$ cat src/fsr_consts.svh
`ifndef FSR_CONSTS_SVH
`define FSR_CONSTS_SVH
`define FSR_TARGET_ADDR 7'h50
`define FSR_BYTES_PER_READ 3'h5
`define FSR_FLOW_BITS 12
`define FSR_FLOW_ZERO 12'h199
`define FSR_FLOW_FULL 12'hE66
`define FSR_FIFO_WIDTH 12
`define FSR_FIFO_DEPTH 8
`define FSR_BYTE_LAST_BIT 3'h7
`define FSR_SAMPLE_PERIOD_US 10
`define FSR_CLK_MHZ 100
`define FSR_SAMPLE_CYCLES (`FSR_SAMPLE_PERIOD_US * `FSR_CLK_MHZ)
`endif

$ cat src/fsr_pkg.sv
package fsr_pkg;
  typedef logic [11:0] fsr_flow_t;
  typedef logic [7:0] fsr_byte_t;
  typedef enum logic [2:0] {
    FSR_IDLE = 3'b000,
    FSR_ADDR = 3'b001,
    FSR_AACK = 3'b010,
    FSR_SEND = 3'b011,
    FSR_MACK = 3'b100
  } fsr_state_t;
endpackage

$ cat src/fsr_stream_if.sv
`timescale 1ns/100ps
interface fsr_stream_if;
  logic valid;
  logic ready;
  logic [11:0] data;
  modport src (output valid, output data, input ready);
  modport snk (input valid, input data, output ready);
endinterface

$ cat src/fsr_fifo.sv
`timescale 1ns/100ps
module fsr_fifo #(
  parameter int WIDTH = 12,
  parameter int DEPTH = 8
) (
  input wire logic clk_in,
  input wire logic rst_in,
  fsr_stream_if.snk wr,
  fsr_stream_if.src rd
);
  localparam int AW = $clog2(DEPTH);
  logic [WIDTH-1:0] mem [DEPTH];
  logic [AW:0] wp_r;
  logic [AW:0] rp_r;
  logic full;
  logic empty;
  assign full = (wp_r[AW] != rp_r[AW]) && (wp_r[AW-1:0] == rp_r[AW-1:0]);
  assign empty = (wp_r == rp_r);
  assign wr.ready = !full;
  assign rd.valid = !empty;
  assign rd.data = mem[rp_r[AW-1:0]];
  always_ff @(posedge clk_in) begin
    if (wr.valid && !full) begin
      mem[wp_r[AW-1:0]] <= wr.data;
    end
  end
  always_ff @(posedge clk_in or posedge rst_in) begin
    if (rst_in) begin
      wp_r <= '0;
    end else if (wr.valid && !full) begin
      wp_r <= wp_r + 1'b1;
    end
  end
  always_ff @(posedge clk_in or posedge rst_in) begin
    if (rst_in) begin
      rp_r <= '0;
    end else if (rd.ready && !empty) begin
      rp_r <= rp_r + 1'b1;
    end
  end
endmodule

$ cat src/fsr_sampler.sv
`timescale 1ns/100ps
`include "fsr_consts.svh"
module fsr_sampler (
  input wire logic clk_in,
  input wire logic rst_in,
  input wire logic [11:0] raw_in,
  fsr_stream_if.src out
);
  import fsr_pkg::*;
  localparam int CW = $clog2(`FSR_SAMPLE_CYCLES);
  logic [CW-1:0] cnt_r;
  logic tick;
  fsr_flow_t clamp;
  assign tick = (cnt_r == CW'(`FSR_SAMPLE_CYCLES - 1));
  // Keep output inside the documented count range
  always_comb begin
    clamp = raw_in;
    if (raw_in < `FSR_FLOW_ZERO) begin
      clamp = `FSR_FLOW_ZERO;
    end else if (raw_in > `FSR_FLOW_FULL) begin
      clamp = `FSR_FLOW_FULL;
    end
  end
  always_ff @(posedge clk_in or posedge rst_in) begin
    if (rst_in) begin
      cnt_r <= '0;
    end else if (tick) begin
      cnt_r <= '0;
    end else begin
      cnt_r <= cnt_r + 1'b1;
    end
  end
  // Free-running sampling, no trigger needed; drops samples when full
  always_ff @(posedge clk_in or posedge rst_in) begin
    if (rst_in) begin
      out.valid <= 1'b0;
      out.data <= `FSR_FLOW_ZERO;
    end else if (tick) begin
      out.valid <= 1'b1;
      out.data <= clamp;
    end else if (out.ready) begin
      out.valid <= 1'b0;
    end
  end
endmodule

$ cat src/fsr_i2c_readout.sv
// Summary of operation
// - Target only I2C; oversampling handles 100 kHz and 400 kHz.
// - Answer only reads to 7-bit address 0x50.
// - SDA falling while SCL high starts a transaction.
// - SDA rising while SCL high stops and returns to idle.
// - Eight data bits then one response bit; low means acknowledge.
// - Receiver pulls SDA low for acknowledge then releases it.
// - Sample SDA at SCL rise; change SDA only while SCL low.
// - Measure continuously; reads need no trigger.
// - Send whole bytes, most significant bit first.
// - Checksum first, then flow high byte, then low byte.
// - Flow is 12 bits; upper nibble of high byte is zero.
// - Checksum is two's complement of data byte sum.
// - Five bytes: checksum and four data bytes, flow repeated.
// - Output counts run from 409 to 3686 over flow range.
`timescale 1ns/100ps
`include "fsr_consts.svh"
module fsr_i2c_readout (
  input wire logic clk_in,
  input wire logic rst_in,
  input wire logic scl_in,
  input wire logic sda_in,
  input wire fsr_pkg::fsr_flow_t flow_raw_in,
  output logic sda_out,
  output logic sda_oe_n_out,
  output logic busy_out,
  output fsr_pkg::fsr_flow_t flow_out
);
  import fsr_pkg::*;
  fsr_stream_if smp ();
  fsr_stream_if fif ();

  fsr_sampler u_sampler (
    .clk_in(clk_in),
    .rst_in(rst_in),
    .raw_in(flow_raw_in),
    .out(smp)
  );

  fsr_fifo #(
    .WIDTH(`FSR_FIFO_WIDTH),
    .DEPTH(`FSR_FIFO_DEPTH)
  ) u_fifo (
    .clk_in(clk_in),
    .rst_in(rst_in),
    .wr(smp),
    .rd(fif)
  );

  // Two-flop synchronisers; stage two and a third delay flop for edge detection are read
  logic scl_s1_r;
  logic scl_s2_r;
  logic scl_d_r;
  logic sda_s1_r;
  logic sda_s2_r;
  logic sda_d_r;
  always_ff @(posedge clk_in or posedge rst_in) begin
    if (rst_in) begin
      scl_s1_r <= 1'b1;
      scl_s2_r <= 1'b1;
      scl_d_r <= 1'b1;
      sda_s1_r <= 1'b1;
      sda_s2_r <= 1'b1;
      sda_d_r <= 1'b1;
    end else begin
      scl_s1_r <= scl_in;
      scl_s2_r <= scl_s1_r;
      scl_d_r <= scl_s2_r;
      sda_s1_r <= sda_in;
      sda_s2_r <= sda_s1_r;
      sda_d_r <= sda_s2_r;
    end
  end

  logic scl_rise;
  logic scl_fall;
  logic start_det;
  logic stop_det;
  assign scl_rise = scl_s2_r && !scl_d_r;
  assign scl_fall = !scl_s2_r && scl_d_r;
  assign start_det = scl_s2_r && scl_d_r && sda_d_r && !sda_s2_r;
  assign stop_det = scl_s2_r && scl_d_r && !sda_d_r && sda_s2_r;

  // Latest sample, kept fresh from the FIFO at all times
  fsr_flow_t latest_r;
  assign fif.ready = 1'b1;
  always_ff @(posedge clk_in or posedge rst_in) begin
    if (rst_in) begin
      latest_r <= `FSR_FLOW_ZERO;
    end else if (fif.valid) begin
      latest_r <= fif.data;
    end
  end

  fsr_state_t st_r;
  logic [2:0] bit_r;
  logic [2:0] byte_r;
  logic [7:0] shin_r;
  logic [7:0] shout_r;
  fsr_flow_t snap_r;
  fsr_byte_t hi_b;
  fsr_byte_t lo_b;
  fsr_byte_t csum;
  fsr_byte_t next_b;
  logic got8_r;
  logic addr_hit;

  assign hi_b = {4'h0, snap_r[11:8]};
  assign lo_b = snap_r[7:0];
  // Needs a full fresh byte; a stale shift value from the last frame never matches
  assign addr_hit = got8_r && (shin_r == {`FSR_TARGET_ADDR, 1'b1});
  // Flow repeated in bytes four and five, all four summed
  assign csum = 8'h00 - (hi_b + lo_b + hi_b + lo_b);
  always_comb begin
    case (byte_r)
      3'h0: next_b = hi_b;
      3'h1: next_b = lo_b;
      3'h2: next_b = hi_b;
      3'h3: next_b = lo_b;
      default: next_b = 8'h00;
    endcase
  end

  // Byte phase machine; SDA driven only after SCL falls
  always_ff @(posedge clk_in or posedge rst_in) begin
    if (rst_in) begin
      st_r <= FSR_IDLE;
      bit_r <= 3'h0;
      byte_r <= 3'h0;
      shin_r <= 8'h00;
      shout_r <= 8'h00;
      snap_r <= `FSR_FLOW_ZERO;
      got8_r <= 1'b0;
    end else if (stop_det) begin
      st_r <= FSR_IDLE;
    end else if (start_det) begin
      st_r <= FSR_ADDR;
      bit_r <= 3'h0;
      shin_r <= 8'h00;
      got8_r <= 1'b0;
      snap_r <= latest_r;
    end else begin
      case (st_r)
        FSR_IDLE: begin
          bit_r <= 3'h0;
        end
        FSR_ADDR: begin
          if (scl_rise) begin
            shin_r <= {shin_r[6:0], sda_s2_r};
            bit_r <= bit_r + 3'h1;
            got8_r <= (bit_r == `FSR_BYTE_LAST_BIT);
          end
          if (scl_fall && addr_hit) begin
            st_r <= FSR_AACK;
          end else if (scl_fall && got8_r) begin
            st_r <= FSR_IDLE;
          end
        end
        FSR_AACK: begin
          if (scl_fall) begin
            st_r <= FSR_SEND;
            shout_r <= csum;
            byte_r <= 3'h0;
            bit_r <= 3'h0;
          end
        end
        FSR_SEND: begin
          if (scl_fall) begin
            if (bit_r == `FSR_BYTE_LAST_BIT) begin
              st_r <= FSR_MACK;
            end else begin
              shout_r <= {shout_r[6:0], 1'b0};
            end
            bit_r <= bit_r + 3'h1;
          end
        end
        FSR_MACK: begin
          if (scl_rise) begin
            // High response ends the read
            if (sda_s2_r) begin
              st_r <= FSR_IDLE;
            end else begin
              shout_r <= next_b;
              byte_r <= byte_r + 3'h1;
            end
          end
          if (scl_fall) begin
            st_r <= FSR_SEND;
          end
        end
        default: st_r <= FSR_IDLE;
      endcase
    end
  end

  // Open drain: enable low means pin driven low
  always_ff @(posedge clk_in or posedge rst_in) begin
    if (rst_in) begin
      sda_out <= 1'b0;
      sda_oe_n_out <= 1'b1;
    end else if (scl_fall || stop_det || start_det) begin
      sda_out <= 1'b0;
      sda_oe_n_out <= 1'b1;
      if (!stop_det && !start_det) begin
        if (st_r == FSR_ADDR && addr_hit) begin
          sda_oe_n_out <= 1'b0;
        end else if (st_r == FSR_AACK) begin
          sda_oe_n_out <= csum[7];
        end else if (st_r == FSR_SEND && bit_r != `FSR_BYTE_LAST_BIT) begin
          sda_oe_n_out <= shout_r[6];
        end else if (st_r == FSR_MACK) begin
          sda_oe_n_out <= shout_r[7];
        end
      end
    end
  end

  always_ff @(posedge clk_in or posedge rst_in) begin
    if (rst_in) begin
      busy_out <= 1'b0;
      flow_out <= `FSR_FLOW_ZERO;
    end else begin
      busy_out <= (st_r != FSR_IDLE);
      flow_out <= latest_r;
    end
  end
endmodule

$ cat config.mk
export PLATFORM = sky130hd
export DESIGN_NAME = fsr_i2c_readout
export DESIGN_NICKNAME = d
export VERILOG_FILES = /design/src/fsr_pkg.sv /design/src/fsr_stream_if.sv /design/src/fsr_fifo.sv /design/src/fsr_sampler.sv /design/src/fsr_i2c_readout.sv
export VERILOG_INCLUDE_DIRS = /design/src
export SDC_FILE = /design/constraint.sdc
export NUM_CORES = 1
export LEC_CHECK = 0
export BUFFER_PORTS_ARGS = -buffer_cell sky130_fd_sc_hd__buf_2
export CORE_MARGIN = 8
export CORE_UTILIZATION = 60
export CTS_CLUSTER_SIZE = 40
export DETAILED_ROUTE_END_ITERATION = 10
export GPL_ROUTABILITY_DRIVEN = 0
export PLACE_DENSITY_LB_ADDON = 0.2
export SYNTH_ARGS = -nofsm -noshare
export SYNTH_HDL_FRONTEND = slang
export SYNTH_SLANG_ARGS = --single-unit
$ cat constraint.sdc
create_clock -name clk_in -period 5.83 [get_ports clk_in]
set_input_delay 0.2915 -clock clk_in [delete_from_list [all_inputs] [get_ports clk_in]]
set_output_delay 0.2915 -clock clk_in [all_outputs]
set_load 0.01 [all_outputs]
==> impl_results.md <==
* DRC viols at 0
* Slew headroom at a little over a third
* Vias/cell at about 6
* WL final at 15,850 microns
* Num CTS Buffers at 17
* Pwr dens at 278.4 mW/mm^2
* Die Y-Extent at between 100 and 150 microns
* Setup Skew at around 0.0076 ns
* Hold WC Path Type: input port to flip-flop
* ANT cells at 0
* Starting Density at about 61%
* Pint at about 2100 uW
* CTS Buffer Depth at 2
* Vias at 5,055
* Fraction of registers with async set/reset at 51.27%
* Sequential element share of the synthesized area at 62.21%
* Fin. Hold Viols at 0
* Utilization after layout at between 60% and 70%
* Synth warn at 0
* Initial antenna violation count at 0
* TritonRoute pass-1 iters at 5
* Cells after synthesis at around 630
* Synth Flop Type: edfxtp_1
* Synth cell types at 72
* H-tree lvl count at 4
* Nets at around 710
* Pin count of the biggest net entering global routing at between 70 and 80
* Core ar. at ~0.014 sq mm
* Gr usage total at 18.27%
* P_sw at 597.2 uW
* Vias in the first global route at approximately 5,400
* Yosys reg bits at 197
* Global route total overflow at 0
* Post-synth EDFFs at 96
* Avg Cell Area, Syn at between 10 and 15 sq um
* Clk pwr share at about two fifths
* Skew-Pair Late Insertion Delay at ~0.43 ns
* Setup TNS at 0 ns
* Layout cells sized above 1 at 23.05%
* Die area at roughly 0.019 sq mm
* Switch share at between 20% and 30%
* Max frequency at 298.0 MHz
* Wire per inst at 18.33 microns
* # hold bufs at CTS at 3
* Final period util at between 50% and 60%
* Area of the mapped netlist at just under 0.009 sq mm
* Area Overhead vs Synth at 10.28%
* Maximum VDD drop at roughly 0.00032 V
* FF-to-FF path depth at 13
* Post-CTS Setup Repair Bufs at 0
* Max FO, Critical Path at 4
* Number of max-cap violations at 0
* Clock tree sinks at 197
* Final Setup Violations at 0
* ANT nets after route at 0
* CTS root buf: clkbuf_16
* CTS tree: done
* First-pass GRT wire length at between 20,000 and 30,000 microns
* Syn nets at 680
* Minimum clock period at approximately 3.4 ns
* Core Rows at 44
* CP endpoint kind: flip-flop
* Sequential share of power at 55.6%
* Die width at ~140 microns
* Port Buffers at 29
* Hpwl dp at 10,450 microns
* Kind of start point of the critical path: flip-flop
* Worst Path Arrival at 3.67 ns
* Final Max Slew Viols at 0
* Combinational power share at about 2.4%
* Worst-path clk slew at around 0.070 ns
* Hold Path Depth at 3
* # resized after CTS at 0
* Worst-Margin Slew at between 0.9 and 1 ns
* Initial drt markers at approximately 280
* Leak pwr at 0.003901 uW
* Outcome: complete, no violations
* RSZ-0062 raised after global routing: false
* Critical Path RT at 6.14 ns
* WS Path Type: flip-flop to flip-flop
* I/O pin count at 31
==> Yosys cell counts, types with 4 or more instances <==
cell	number	share of area, %
nor3_1	4	0.23
o21ai_0	40	2.3
a21oi_1	21	1.2
mux4_2	24	6.2
nand2b_1	6	0.43
xor2_1	10	1.0
dfstp_2	27	8.1
edfxtp_1	96	33
ha_1	27	3.9
buf_2	11	0.63
clkbuf_1	5	0.21
nand2_1	68	2.9
nor3b_1	6	0.51
inv_1	24	1.0
o21ai_1	8	0.46
nor2_1	35	1.5
dfrtp_1	74	21
buf_4	8	0.69
xnor2_1	18	1.8
nand3_1	11	0.63
a21o_1	4	0.34
mux2_2	20	2.6
mux2i_1	13	1.5
==> critical path, stage by stage, from the launching register on <==
cell and delay, ns:
dfrtp_1 0.41, inv_1 0.09, ha_1 0.31, xor2_1 0.17, fa_1 0.44, fa_1 0.43, inv_1 0.07, ha_1 0.19
inv_1 0.06, fa_1 0.49, o21ai_0 0.09, o211ai_1 0.13, o21ai_0 0.11, mux2_2 0.26
==> sequential cells by signal, indices dropped and copies added, names as in the netlist <==
register / flops
bit_r: 3
busy_out: 1
byte_r: 3
flow_out: 12
got8_r: 1
latest_r: 12
scl_d_r: 1
scl_s1_r: 1
scl_s2_r: 1
sda_d_r: 1
sda_oe_n_out: 1
sda_s1_r: 1
sda_s2_r: 1
shin_r: 8
shout_r: 8
snap_r: 12
st_r: 3
u_fifo.mem: 96
u_fifo.rp_r: 4
u_fifo.wp_r: 4
u_sampler.cnt_r: 10
u_sampler.out.data: 12
u_sampler.out.valid: 1
==> final timing paths <==
path	from	to	slack (ns)
max in group asynchronous	rst_in	shout_r[0]	4.19
worst max-delay path	snap_r[1]	shout_r[3]	2.47
worst min register to register	scl_s1_r	scl_s2_r	0.36
min in group asynchronous	rst_in	u_sampler.cnt_r[6]	0.40
worst max register to register	snap_r[1]	shout_r[3]	2.47
worst min-delay path	flow_raw_in[3]	u_sampler.out.data[3]	0.09
==> logic make-up after synthesis <==
kind of cell             synth area share, %
flip-flops                             62.21
other                                0.04285
AND/OR/NAND/NOR                        9.222
buffers and inverters                  2.988
XOR/XNOR                               2.802
multiplexers                           10.24
AO/OA/AOI/OAI                          7.950
adder cells (fa/ha/maj)                4.547
==> placed cells by master, fill, tap and decap left out, types with 3 or more instances in the layout <==
cell / n
edfxtp_1: 96
a22oi_1: 3
o21ai_0: 40
inv_4: 3
buf_4: 11
mux2_2: 20
or3_1: 3
clkinvlp_4: 3
nor3b_1: 6
ha_1: 27
and2_1: 3
nand2b_1: 6
nand2_1: 68
xor2_1: 10
o211ai_1: 3
inv_1: 23
nor2_1: 35
clkbuf_16: 17
fa_1: 3
buf_2: 29
dfrtp_1: 74
a21oi_1: 21
dfstp_2: 27
nor2_4: 3
inv_8: 6
nand3_1: 11
o21ai_1: 8
a21o_1: 4
mux4_2: 24
mux2i_1: 13
a22o_1: 3
nor3_1: 4
xnor2_1: 18
a211oi_1: 3
dlygate4sd3_1: 3
==> final cells by class <==
class,count,area [sq um]
sequential,197,5444
clock inverter,13,127.6
timing repair buffer,43,257.7
multi-input combinational,385,3045
tap,184,230.2
clock buffer,19,452.9
inverter,24,92.59
fill,988,4718
==> layer usage <==
layer,wire length (microns),global-route usage (%),vias up
met3,718,3.855,25
met1,6492,21.08,2520
met4,294,7.383,0
met2,8347,32.47,130
met5,0,0,-
li1,-,-,2380
==> power groups by stage <==
stage / registers, uW / logic [uW] / clock network (uW)
floorplan: 1510 / 46.3 / 0
global placement: 1520 / 61.0 / 0
detailed placement: 1520 / 63.8 / 0
CTS: 1490 / 66.1 / 1150
global route: 1500 / 75.4 / 1200
finish: 1490 / 64.5 / 1130
==> stage by stage <==
| stage | hold slack [ns] | cells | cell area, sq um | power (uW) | setup WS (ns) |
|---|---|---|---|---|---|
| after floorplan | 0.2960 | 634 | 8751 | 1560 | 2.699 |
| after global placement | 0.3007 | 830 | 9040 | 1580 | 2.595 |
| after detailed placement | 0.3070 | 830 | 9040 | 1585 | 2.507 |
| after CTS | 0.07292 | 865 | 9651 | 2711 | 2.466 |
| after global routing | 0.09239 | 865 | 9651 | 2769 | 2.277 |
| final | 0.08689 | 865 | 9651 | 2687 | 2.474 |
(Power assumes the default switching activity.)
